==> config.mk <==
export PLATFORM = sky130hd
export DESIGN_NAME = ctio_top
export DESIGN_NICKNAME = d
export VERILOG_FILES = /design/src/ctio_pkg.sv /design/src/ctio_pulse_gen.sv /design/src/ctio_top.sv
export SDC_FILE = /design/constraint.sdc
export NUM_CORES = 1
export LEC_CHECK = 0
export ABC_CLOCK_PERIOD_IN_PS = 4500
export BUFFER_PORTS_ARGS = -buffer_cell sky130_fd_sc_hd__buf_2
export CAP_MARGIN = 40
export CORE_ASPECT_RATIO = 0.9
export CORE_MARGIN = 4
export CORE_UTILIZATION = 55
export CTS_CLUSTER_DIAMETER = 120
export CTS_CLUSTER_SIZE = 25
export DETAILED_ROUTE_END_ITERATION = 8
export GPL_TIMING_DRIVEN = 0
export PLACE_DENSITY_LB_ADDON = 0.12
export SETUP_SLACK_MARGIN = 0.2
export SLEW_MARGIN = 20
export SYNTH_ARGS = -nofsm -noshare
export SYNTH_HDL_FRONTEND = slang
export SYNTH_HIERARCHICAL = 1
export SYNTH_SLANG_ARGS = --single-unit
==> constraint.sdc <==
create_clock -name CLK_I -period 4.5 [get_ports CLK_I]
set_input_delay 0.9 -clock CLK_I [delete_from_list [all_inputs] [get_ports CLK_I]]
set_output_delay 0.9 -clock CLK_I [all_outputs]
set_load 0.01 [all_outputs]
==> src/ctio_pkg.sv <==
// package of constants for the camera trigger input and output logic
package ctio_pkg;

    // ****************************************************************
    // clock and timing
    // ****************************************************************
    localparam int CLK_PERIOD_PS    = 10_000;                   // 100 MHz clock period
    localparam int STRETCH_NS       = 50;                       // input stretch time
    localparam int STRETCH_CYC      = (STRETCH_NS * 1000) / CLK_PERIOD_PS;   // rounded down, 5
    localparam int MIN_IN_NS        = 8;                        // narrowest input pulse the source gives
    localparam int PULSE_NS         = 500;                      // output pulse width
    localparam int PULSE_CYC        = (PULSE_NS * 1000) / CLK_PERIOD_PS;     // 50
    localparam int OFFSET_MAX_US    = 1849;                     // largest pre-integration offset
    localparam int OFFSET_MAX_CYC   = (OFFSET_MAX_US * 1_000_000) / CLK_PERIOD_PS; // 184900
    localparam int OFFSET_W         = 18;                       // width of offset in cycles
    localparam int PULSE_W          = 8;                        // width of pulse counter

    // ****************************************************************
    // operating modes
    // ****************************************************************
    typedef enum logic [2:0] {
        CTIO_MODE_INT_SW   = 3'h0,                              // internal sync, software start
        CTIO_MODE_INT_HWST = 3'h1,                              // internal sync, hardware start
        CTIO_MODE_INT_HWEN = 3'h2,                              // internal sync, hardware enable
        CTIO_MODE_SINGLE   = 3'h3,                              // single shot on external trigger
        CTIO_MODE_EXT_SYNC = 3'h4                               // external sync, software start
    } ctio_mode_t;

endpackage : ctio_pkg

==> src/ctio_pulse_gen.sv <==
// delayed fixed-width pulse generator for the trigger output
`timescale 1ns/1ps
module ctio_pulse_gen
    import ctio_pkg::*;
#(
    parameter int PULSE_CYCLES = PULSE_CYC                      // output pulse width in cycles
) (
    input  wire logic                clk_i,                     // system clock
    input  wire logic                rst_i,                     // asynchronous reset, active high
    input  wire logic                start_i,                   // launch request, one cycle
    input  wire logic [ctio_pkg::OFFSET_W-1:0] delay_i,         // cycles before the pulse rises
    output logic                     pulse_o                    // registered output pulse
);
    import ctio_pkg::*;

    // ****************************************************************
    // counters
    // ****************************************************************
    localparam int PG_TAIL = PULSE_CYCLES - 7;                  // cycles from eighth high to first low
    typedef enum logic [1:0] {
        PG_IDLE  = 2'b00,                                       // waiting for launch
        PG_WAIT  = 2'b01,                                       // counting the offset
        PG_PULSE = 2'b11                                        // output high
    } ctio_pg_state_t;

    ctio_pg_state_t      state_reg, state_next;                 // sequencer state
    logic [OFFSET_W-1:0] dly_reg, dly_next;                     // offset down-counter
    logic [PULSE_W-1:0]  wid_reg, wid_next;                     // pulse width counter
    logic                pulse_reg, pulse_next;                 // output flop

    // next state, counters restart on each launch taken in idle
    always_comb begin
        state_next = state_reg;
        dly_next   = dly_reg;
        wid_next   = wid_reg;
        pulse_next = 1'b0;
        unique case (state_reg)
            PG_IDLE: begin
                if (start_i) begin                              // restart for this frame [RQ12]
                    wid_next = '0;
                    if (delay_i == '0) begin
                        state_next = PG_PULSE;
                        pulse_next = 1'b1;
                    end else begin
                        dly_next   = delay_i - OFFSET_W'(1);
                        state_next = PG_WAIT;
                    end
                end
            end
            PG_WAIT: begin
                if (dly_reg == '0) begin                        // offset elapsed [RQ8]
                    state_next = PG_PULSE;
                    pulse_next = 1'b1;
                end else begin
                    dly_next = dly_reg - OFFSET_W'(1);
                end
            end
            PG_PULSE: begin
                if (wid_reg == PULSE_W'(PULSE_CYCLES - 1)) begin  // fixed width ends [RQ4] [RQ5]
                    state_next = PG_IDLE;
                end else begin
                    wid_next   = wid_reg + PULSE_W'(1);
                    pulse_next = 1'b1;
                end
            end
        endcase
    end

    // state registers
    always_ff @(posedge clk_i or posedge rst_i) begin
        if (rst_i) begin
            state_reg <= PG_IDLE;
            dly_reg   <= '0;
            wid_reg   <= '0;
            pulse_reg <= 1'b0;
        end else begin
            state_reg <= state_next;
            dly_reg   <= dly_next;
            wid_reg   <= wid_next;
            pulse_reg <= pulse_next;
        end
    end

    assign pulse_o = pulse_reg;

    // ****************************************************************
    // checks
    // ****************************************************************
    chk_pulse_width: assert property (@(posedge clk_i) disable iff (rst_i) // [RQ4]
        $rose(pulse_reg) |-> pulse_reg [*8] ##PG_TAIL !pulse_reg)
        else $error("output pulse width wrong");

    chk_zero_delay: assert property (@(posedge clk_i) disable iff (rst_i) // [RQ8]
        (state_reg == PG_IDLE && start_i && delay_i == '0) |=> pulse_reg)
        else $error("pulse late with zero offset");

endmodule : ctio_pulse_gen

==> src/ctio_top.sv <==
// trigger input conditioning and trigger output timing of the camera controller
//
// Overview of operation
// RQ1 - stretch each accepted input pulse to 50 ns
// RQ2 - source drives input pulses at least 8 ns
// RQ3 - input role follows selected operating mode
// RQ4 - each output event is one 500 ns pulse
// RQ5 - fixed width gives 0.5 us edge resolution
// RQ6 - output marks integration start outside external sync
// RQ7 - external sync: output marks integration end
// RQ8 - programmable offset 0 to 1849 us ahead
// RQ9 - software enable gates all output pulses
// RQ10 - five operating modes supported
// RQ11 - trigger recognised on rising input edge
// RQ12 - counters on internal clock restart per frame
`timescale 1ns/1ps
module ctio_top
    import ctio_pkg::*;
#(
    parameter int OFFSET_MAX = OFFSET_MAX_CYC                   // largest offset in cycles
) (
    input  wire logic                         CLK_I,            // 100 MHz clock
    input  wire logic                         SYS_RST_I,        // asynchronous reset, active high
    input  wire logic                         TRIG_IN_I,        // external trigger pin
    input  wire ctio_pkg::ctio_mode_t         MODE_I,           // selected operating mode
    input  wire logic                         SW_START_I,       // software capture start, one cycle
    input  wire logic                         TRIG_OUT_EN_I,    // software output enable
    input  wire logic                         SHUTTER_I,        // sensor in shutter mode
    input  wire logic [ctio_pkg::OFFSET_W-1:0] OFFSET_CYC_I,    // pre-integration offset, cycles
    input  wire logic                         INTEG_START_I,    // integration starts (schedule), pulse
    input  wire logic                         INTEG_END_I,      // integration ends, pulse
    output logic                              TRIG_OUT_O,       // external trigger output
    output logic                              CAPTURE_START_O,  // capture start, pulse
    output logic                              CAPTURE_EN_O,     // capture enable level
    output logic                              SHOT_O,           // single-shot trigger, pulse
    output logic                              SYNC_O,           // sync trigger, pulse
    output logic                              TRIG_SEEN_O       // stretched trigger level
);
    import ctio_pkg::*;

    // ****************************************************************
    // input synchroniser and edge detect
    // ****************************************************************
    logic       sync1_reg, sync2_reg, sync3_reg;                // two-flop synchroniser, then history
    wire  logic trig_rise;                                      // rising edge seen

    // pin passes two flops before use
    always_ff @(posedge CLK_I or posedge SYS_RST_I) begin
        if (SYS_RST_I) begin
            sync1_reg <= 1'b0;
            sync2_reg <= 1'b0;
            sync3_reg <= 1'b0;
        end else begin
            sync1_reg <= TRIG_IN_I;                             // relies on >= 8 ns pulses [RQ2]
            sync2_reg <= sync1_reg;
            sync3_reg <= sync2_reg;
        end
    end

    assign trig_rise = sync2_reg & ~sync3_reg;                  // rising edge only [RQ11]

    // ****************************************************************
    // pulse stretcher
    // ****************************************************************
    logic [3:0] str_cnt_reg, str_cnt_next;                      // stretch down-counter
    logic       str_reg;                                        // stretched level
    wire  logic accept;                                         // new pulse accepted

    assign accept       = trig_rise & ~str_reg;
    // load the full count so the level stands for all STRETCH_CYC cycles
    assign str_cnt_next = accept ? 4'(STRETCH_CYC)
                        : (str_cnt_reg != 4'h0) ? str_cnt_reg - 4'h1 : 4'h0;

    // hold the trigger for the stretch time
    always_ff @(posedge CLK_I or posedge SYS_RST_I) begin
        if (SYS_RST_I) begin
            str_cnt_reg <= 4'h0;
            str_reg     <= 1'b0;
        end else begin
            str_cnt_reg <= str_cnt_next;                        // [RQ1]
            str_reg     <= accept | (str_cnt_next != 4'h0);     // [RQ1]
        end
    end

    // ****************************************************************
    // role of the trigger per mode
    // ****************************************************************
    wire logic is_hwst   = (MODE_I == CTIO_MODE_INT_HWST);
    wire logic is_hwen   = (MODE_I == CTIO_MODE_INT_HWEN);
    wire logic is_single = (MODE_I == CTIO_MODE_SINGLE);
    wire logic is_ext    = (MODE_I == CTIO_MODE_EXT_SYNC);
    wire logic sw_mode   = (MODE_I == CTIO_MODE_INT_SW) | is_ext;  // software capture start [RQ10]
    wire logic start_nxt = (is_hwst & accept) | (sw_mode & SW_START_I);

    logic cap_start_reg, cap_en_reg, shot_reg, sync_reg;        // role outputs

    // route the accepted trigger to its role, the synchronised pin level to the enable
    always_ff @(posedge CLK_I or posedge SYS_RST_I) begin
        if (SYS_RST_I) begin
            cap_start_reg <= 1'b0;
            cap_en_reg    <= 1'b0;
            shot_reg      <= 1'b0;
            sync_reg      <= 1'b0;
        end else begin
            cap_start_reg <= start_nxt;                         // [RQ3] [RQ10]
            cap_en_reg    <= is_hwen & sync2_reg;               // enable while input high [RQ3]
            shot_reg      <= is_single & accept;                // [RQ3] [RQ10]
            sync_reg      <= is_ext & accept;                   // [RQ3] [RQ10]
        end
    end

    // ****************************************************************
    // trigger output
    // ****************************************************************
    wire  logic                launch;                          // frame event for output
    wire  logic [OFFSET_W-1:0] delay;                           // clamped offset
    logic                      pulse_w;                         // generator pulse
    logic                      out_reg;                         // gated output flop

    // start in most modes, end in external sync [RQ6] [RQ7]
    assign launch = TRIG_OUT_EN_I & (is_ext ? INTEG_END_I : INTEG_START_I);  // [RQ9]
    // offset only applies in shutter mode, and not at integration end [RQ8]
    assign delay  = (!SHUTTER_I || is_ext) ? '0
                  : (OFFSET_CYC_I > OFFSET_W'(OFFSET_MAX)) ? OFFSET_W'(OFFSET_MAX) : OFFSET_CYC_I;

    ctio_pulse_gen #(
        .PULSE_CYCLES (PULSE_CYC)
    ) u_pulse (
        .clk_i   (CLK_I),
        .rst_i   (SYS_RST_I),
        .start_i (launch),
        .delay_i (delay),
        .pulse_o (pulse_w)
    );

    // output flop, gated by the enable
    always_ff @(posedge CLK_I or posedge SYS_RST_I) begin
        if (SYS_RST_I) begin
            out_reg <= 1'b0;
        end else begin
            out_reg <= pulse_w & TRIG_OUT_EN_I;                 // [RQ9]
        end
    end

    assign TRIG_OUT_O      = out_reg;
    assign CAPTURE_START_O = cap_start_reg;
    assign CAPTURE_EN_O    = cap_en_reg;
    assign SHOT_O          = shot_reg;
    assign SYNC_O          = sync_reg;
    assign TRIG_SEEN_O     = str_reg;

    // ****************************************************************
    // checks
    // ****************************************************************
    chk_stretch_len: assert property (@(posedge CLK_I) disable iff (SYS_RST_I) // [RQ1]
        $rose(str_reg) |-> str_reg [*5] ##1 !str_reg)
        else $error("stretch length wrong");

    chk_rise_only: assert property (@(posedge CLK_I) disable iff (SYS_RST_I) // [RQ11]
        $rose(str_reg) |-> $past(sync2_reg) && !$past(sync3_reg))
        else $error("trigger taken without rising edge");

    chk_out_disabled: assert property (@(posedge CLK_I) disable iff (SYS_RST_I) // [RQ9]
        !$past(TRIG_OUT_EN_I) |-> !TRIG_OUT_O)
        else $error("output pulse while disabled");

    chk_start_mark: assert property (@(posedge CLK_I) disable iff (SYS_RST_I) // [RQ6]
        (INTEG_START_I && TRIG_OUT_EN_I && !is_ext && !SHUTTER_I && !pulse_w) ##1 TRIG_OUT_EN_I
        |-> ##1 TRIG_OUT_O)
        else $error("no output at integration start");

    chk_end_mark: assert property (@(posedge CLK_I) disable iff (SYS_RST_I) // [RQ7]
        (INTEG_END_I && TRIG_OUT_EN_I && is_ext && !pulse_w) ##1 TRIG_OUT_EN_I |-> ##1 TRIG_OUT_O)
        else $error("no output at integration end");

    chk_shot_role: assert property (@(posedge CLK_I) disable iff (SYS_RST_I) // [RQ3]
        SHOT_O |-> $past(is_single) && !SYNC_O && !CAPTURE_START_O)
        else $error("single shot in wrong mode");

    chk_hw_start: assert property (@(posedge CLK_I) disable iff (SYS_RST_I) // [RQ10]
        (accept && is_hwst) |=> CAPTURE_START_O)
        else $error("hardware start missed");

    chk_out_width: assert property (@(posedge CLK_I) disable iff (SYS_RST_I) // [RQ4]
        ($rose(TRIG_OUT_O) && TRIG_OUT_EN_I) ##1 TRIG_OUT_EN_I [*8] |-> TRIG_OUT_O)
        else $error("output pulse cut short");

endmodule : ctio_top

## After elaboration in Yosys (flattened, before gate mapping)

Cells that the tools add are included.

| operators by class | value |
|---|---|
| add/sub/neg operators | 4 |
| $lt $le $gt $ge | 1 |
| equal/unequal tests | 13 |
| muxes and demuxes | 22 |
| bitwise gates (word level) | 14 |
| reductions and logical operators | 13 |

Operator list:

| kind | number |
|---|---|
| 18-bit 2-to-1 mux | 5 |
| 18-bit logical NOT | 2 |
| 18-bit case mux with 2 select lines | 1 |
| 18-bit by 1-bit subtractor with 18-bit output, second input constant | 2 |
| 18-bit > comparator, second input constant | 1 |
| 8-bit 2-to-1 mux | 2 |
| 8-bit case mux with 2 select lines | 1 |
| 1-bit AND | 9 |
| 8-bit by 1-bit adder with 8-bit output, second input constant | 1 |
| 8-bit by 6-bit == test with 1-bit output, second input constant | 1 |
| 2-bit 2-to-1 mux | 4 |
| 4-bit 2-to-1 mux | 2 |
| 2-bit inequality test, second input constant | 4 |
| 4-bit nonzero test | 2 |
| 3-bit by 2-bit == test with 1-bit output, second input constant | 2 |
| 2-bit case mux with 3 select lines | 1 |
| 3-bit AND reduction | 2 |
| 1-bit 2-to-1 mux | 5 |
| 2-bit by 1-bit inequality test with 1-bit output, second input constant | 2 |
| 4-bit AND reduction | 1 |
| 2-bit nonzero test | 2 |
| 4-bit by 1-bit subtractor with 4-bit output, second input constant | 1 |
| 3-bit by 1-bit == test with 1-bit output, second input constant | 1 |
| 3-bit == test, second input constant | 1 |
| 9 further kinds | 12 |

| storage, ports and cells | value |
|---|---|
| flip-flop bits (word level) | 42 |
| input port bits | 29 |
| output and inout bits | 6 |
| logic and storage cells | 81 |

## Depth between registers and ports, before layout

| depth | value |
|---|---|
| depth after elaboration | 7 |
| depth in mapped cells | 13 |
| mapped depth without buffers | 11 |

## Modules after synthesis

The synthesis kept the hierarchy.

By module, submodules not included:

| module | times used | cells each | area each (µm²) | sequential area each (µm²) |
|---|---|---|---|---|
| ctio_pulse_gen | 1 | 273 | 2255.9 | 725.7 |
| ctio_top | 1 | 103 | 853.3 | 325.3 |

## Least setup slack after synthesis

OpenSTA, ideal clock, no wires.

| path | value |
|---|---|
| kind | input port to flip-flop |
| start point | in OFFSET_CYC_I[10] (netlist name) |
| end point | reg u_pulse.dly_reg[7] |
| setup time | 0.137 ns |
| arrival | 3.394 ns |
| required time | 4.363 ns |
| path slack | 0.969 ns |
| stages on the path | 12 |
| buffers on the path | 2 |
| cells stage by stage | or4_1 > nor4_2 > a211oi_2 > nor2_1 > nor2_1 > and4_1 > a311o_1 > clkbuf_1 > and2_1 > buf_2 > a2111oi_0 > nor3_1 |

| between the ends | value |
|---|---|
| elaborated cells on any way between the ends | 10 |
| classes of those cells | add/sub (1); order compare (1); eq/ne (1); mux (5); reduce/logical (2) |

RTL lines:

| element | line | source |
|---|---|---|
| from (decl) | ctio_top.sv:29 | `input wire logic [ctio_pkg::OFFSET_W-1:0] OFFSET_CYC_I,` |
| 18-bit > comparator | ctio_top.sv:124 | `: (OFFSET_CYC_I > OFFSET_W'(OFFSET_MAX)) ? OFFSET_W'(OFFSET_MAX) : OFFSET_CYC_I;` |
| 18-bit 2-to-1 mux | ctio_top.sv:124 |  |
| 18-bit 2-to-1 mux | ctio_top.sv:123 | `assign delay = (!SHUTTER_I \|\| is_ext) ? '0` |
| net delay[11] | ctio_top.sv:116 | `wire logic [OFFSET_W-1:0] delay;` |
| 18-bit logical NOT | ctio_pulse_gen.sv:41 | `if (delay_i == '0) begin` |
| 2-bit inequality test (no line) | -- |  |
| 4-bit AND reduction (no line) | -- |  |
| to (signal assigned) | ctio_pulse_gen.sv:78 | `dly_reg <= dly_next;` |
| to (decl) | ctio_pulse_gen.sv:27 | `logic [OFFSET_W-1:0] dly_reg, dly_next;` |

The timed path passes the listed nets, and every way through them passes these cells. The select of a mux whose other input is x is not followed.
A chain may end at the register's enable or synchronous reset.

## Worst setup path in the final report

| path | value |
|---|---|
| start point | in OFFSET_CYC_I[10] (netlist name) |
| end point | reg u_pulse.dly_reg[9] |

| between the ends | value |
|---|---|
| cells in the longest elaborated chain, start to end | 7 |
| elaborated cells on any way between the ends | 10 |
| classes of those cells | add/sub (1); order compare (1); eq/ne (1); mux (5); reduce/logical (2) |

RTL lines:

| element | line | source |
|---|---|---|
| 18-bit > comparator * | ctio_top.sv:124 |  |
| 18-bit 2-to-1 mux * | ctio_top.sv:124 |  |
| 18-bit 2-to-1 mux * | ctio_top.sv:123 |  |
| net delay[6] | ctio_top.sv:116 |  |
| 18-bit by 1-bit subtractor with 18-bit output | ctio_pulse_gen.sv:45 | `dly_next = delay_i - OFFSET_W'(1);` |
| 18-bit 2-to-1 mux | ctio_pulse_gen.sv:41 |  |
| 18-bit 2-to-1 mux | ctio_pulse_gen.sv:39 | `if (start_i) begin` |
| 18-bit case mux with 2 select lines | ctio_pulse_gen.sv:37 | `unique case (state_reg)` |

The timed path passes the listed nets; every way through them passes the cells marked *. The select of a mux whose other input is x is not followed.

==> key figures <==
STA
  • Achievable Freq: roughly 250 MHz
  • Worst slew margin: between 50% and 60%
  • Final Hold Slack: around 0.36 ns
  • Setup TNS: 0 ns
  • Fin crit share: 90.59%
  • Final Setup Violations: 0
  • Least-Margin Pin Slew: 0.7417 ns
  • Pins over their slew limit: 0
  • Final worst slack: approximately 0.42 ns
  • Min Clock Period, post-route: between 4 and 5 ns
  • Final Hold Fails: 0
  • RSZ-0062 raised after global routing: false
  • Max Clock Skew: around 0.0069 ns

Logic synthesis
  • Seq/Total Area, Yosys: ~34%
  • Cells after Synth: around 380
  • Synth Cell Area: approximately 3100 um2
  • Mean Syn Cell Area: 8.269 um2
  • Post-synth EDFFs: 0
  • Yosys reg bits: between 40 and 50
  • Synth warn: 6
  • Main synth FF type: dfrtp_1
  • Cell variety after synth: 64
  • Post-synthesis async set-or-reset flop share: between 90% and 100%
  • Syn Nets: around 400

Clock network
  • CTS tree: built
  • Hold Buf Count CTS: 0
  • H-Tree Depth: 2
  • Clk slew on worst S/H paths: approximately 0.090 ns
  • Setup bufs post-CTS: 0
  • Gates resized, CTS repair: 0
  • Clock Path Buffers: 2
  • Clock sinks: 42
  • Clk_lat worst skew: ~0.3 ns
  • Num CTS Buffers: 5
  • CTS root buf: clkbuf_8

Min path
  • WHS Endpoint: sync2_reg$_DFF_PP0_
  • Hold Path Origin: sync1_reg$_DFF_PP0_
  • Hold Path Class: reg -> reg
  • Hold Path Cell Cnt: 0

Floorplanning
  • Die span in x: ~87 um
  • Site Rows: 25
  • Die area: 6922 um2
  • I/O Pins: 35
  • Starting Density: 58.13%
  • Die Span Y: just under 80 um
  • Core area: 5349 um2

Global routing
  • Largest net degree at the start of global routing: 30
  • First-pass GRT wire length: 13740 um
  • GRT Resource Usage Total: around a quarter
  • Vias in the first global route: about 2900
  • Initial antenna violation count: 0
  • Grt ovf: 0

Power and ir drop
  • Leak: roughly 1.5 nW
  • Switching share of power: 38.63%
  • Internal: 0.8574 mW
  • Pwr dens: ~400 nW/um2
  • Max VDD drop: approximately 0.00037 V
  • Net Switching: 0.5396 mW
  • Combinational Power Share: between 30% and 40%
  • Flop pwr share: 44.1%
  • Total power: roughly 1.4 mW
  • Clk pwr share: between 20% and 30%

Worst setup path
  • Reg2reg end: u_pulse/dly_reg[14]$_DFFE_PP0P_
  • Required time of the critical path: about 4.7 ns
  • Critical Path End Type: flip-flop
  • Crit path DAT: approximately 4.3 ns
  • R2r setup slk: between 1 and 1.5 ns
  • Worst-path fanout max: 10
  • Critical path startpoint category: input port
  • Reg-to-reg startpoint: u_pulse/state_reg[0]$_DFFE_PP0P_
  • Setup CP Type: in -> reg
  • R2R cell count: 10
  • CP Launch Point: OFFSET_CYC_I[10]

Detailed routing
  • Vias: 3052
  • Post-DRT Antenna Nets: 0
  • WL final: 8310 um
  • 1st-pass router iterations: 5
  • Vias per cell: approximately 6.3
  • Remaining DRCs: 0
  • Routed WL per cell: 17.13 um
  • DRT iter0 DRCs: around 350

Placed design
  • Port buffer count: 34
  • Placed Area: ~3400 um2
  • Hpwl dp: 6103 um
  • Routability cong.: 0.9547
  • Place WS: 0.07622 ns

Layout
  • Max FFs per register: 18
  • Design area: approximately 3500 um2
  • Area growth syn-to-layout: 11.95%
  • Fraction of layout cells with a size suffix above 1: about 17%
  • Commonest non-fill, non-tap cell in the layout: nor2_1
  • # diodes: 0
  • Final-stage net count: 450
  • Most frequent cells in the layout: 73 x nor2_1, 42 x dfrtp_1, 36 x buf_2, 28 x nand2_1, 21 x mux2i_1

Outcome
  • Run status: complete, no violations

Job
  • Max-Cap Viols: 0
==> synth_stat cells, types with 7 or more instances <==
cell type | instances | area share, %
nand3_1 | 7 | 1.1
o21ai_0 | 14 | 2.3
inv_1 | 9 | 1.1
nor2_1 | 73 | 8.8
nand2_1 | 29 | 3.5
dfrtp_1 | 42 | 34
nor3_1 | 14 | 2.3
clkbuf_1 | 8 | 0.97
mux2i_1 | 21 | 6.8
nor4_1 | 11 | 2.2
nor3b_1 | 9 | 2.2
a21oi_1 | 20 | 3.2
or3_1 | 8 | 1.6
nand2b_1 | 11 | 2.2
==> stage by stage <==
stage,instances,utilization (%)
after floorplan,376,-
after global placement,477,62.88
after detailed placement,477,62.88
after CTS,485,65.01
after global routing,485,65.08
final,485,65.08
==> power groups by stage <==
stage / Clock, mW / Combinational (mW) / Sequential [mW]
2_1_floorplan: 0 / 0.360 / 0.587
3_3_place_gp: 0 / 0.445 / 0.614
3_5_place_dp: 0 / 0.461 / 0.620
4_1_cts: 0.318 / 0.469 / 0.612
5_1_grt: 0.334 / 0.530 / 0.636
6_report: 0.308 / 0.473 / 0.616
==> worst max-delay path, cell delays in order <==
cell      delay [ns]
buf_2           0.12
or2_2           0.30
a21oi_1         0.36
a31oi_1         0.29
nor4_1          0.52
and4_1          0.33
a311o_1         0.17
clkbuf_1        0.41
clkbuf_1        0.45
a31oi_1         0.15
a211oi_1        0.28
==> logic make-up (layout without fill, tap and decap cells) <==
| family | after synthesis | in the layout | share of synthesized area [%] |
|---|---|---|---|
| xor gates and xnor gates | 4 | 4 | 1.127 |
| adders and majority gates | 4 | 4 | 1.610 |
| muxes | 25 | 25 | 8.451 |
| buffers and inverters | 24 | 66 | 3.340 |
| AOI/OAI and AO/OA | 78 | 78 | 17.95 |
| DFF | 42 | 42 | 33.80 |
| and+or+nand+nor | 199 | 199 | 33.72 |
==> worst max-delay path by stage <==
stage / endpoint / slack (ns) / cells after the start
4_1_cts: u_pulse/dly_reg[3]$_DFFE_PP0P_ / 0.39 / 14
5_1_grt: u_pulse/dly_reg[11]$_DFFE_PP0P_ / 0.21 / 14
2_1_floorplan: u_pulse/dly_reg[7]$_DFFE_PP0P_ / 0.97 / 12
6_report: u_pulse/dly_reg[9]$_DFFE_PP0P_ / 0.42 / 11
3_3_place_gp: u_pulse/dly_reg[15]$_DFFE_PP0P_ / 0.09 / 12
3_5_place_dp: u_pulse/dly_reg[3]$_DFFE_PP0P_ / 0.08 / 14
==> cell type report <==
class	count	area, um2
multi-input cells	310	1957
fillers	464	1868
flip-flops and latches	42	1051
repair buffers	34	170.2
well taps	67	83.83
plain buffers	15	71.32
clock buffers	5	68.82
clock inverters	3	45.04
inverters	9	33.78
==> layer usage <==
layer	part of all wire, %	routed length (um)	track usage (%)
met1	47	3904	35.79
met2	42	3510	37.58
met3	9.2	767	4.876
met4	1.5	128	8.896
met5	0	0	0
No activity file was read; power rests on OpenSTA's default activity.
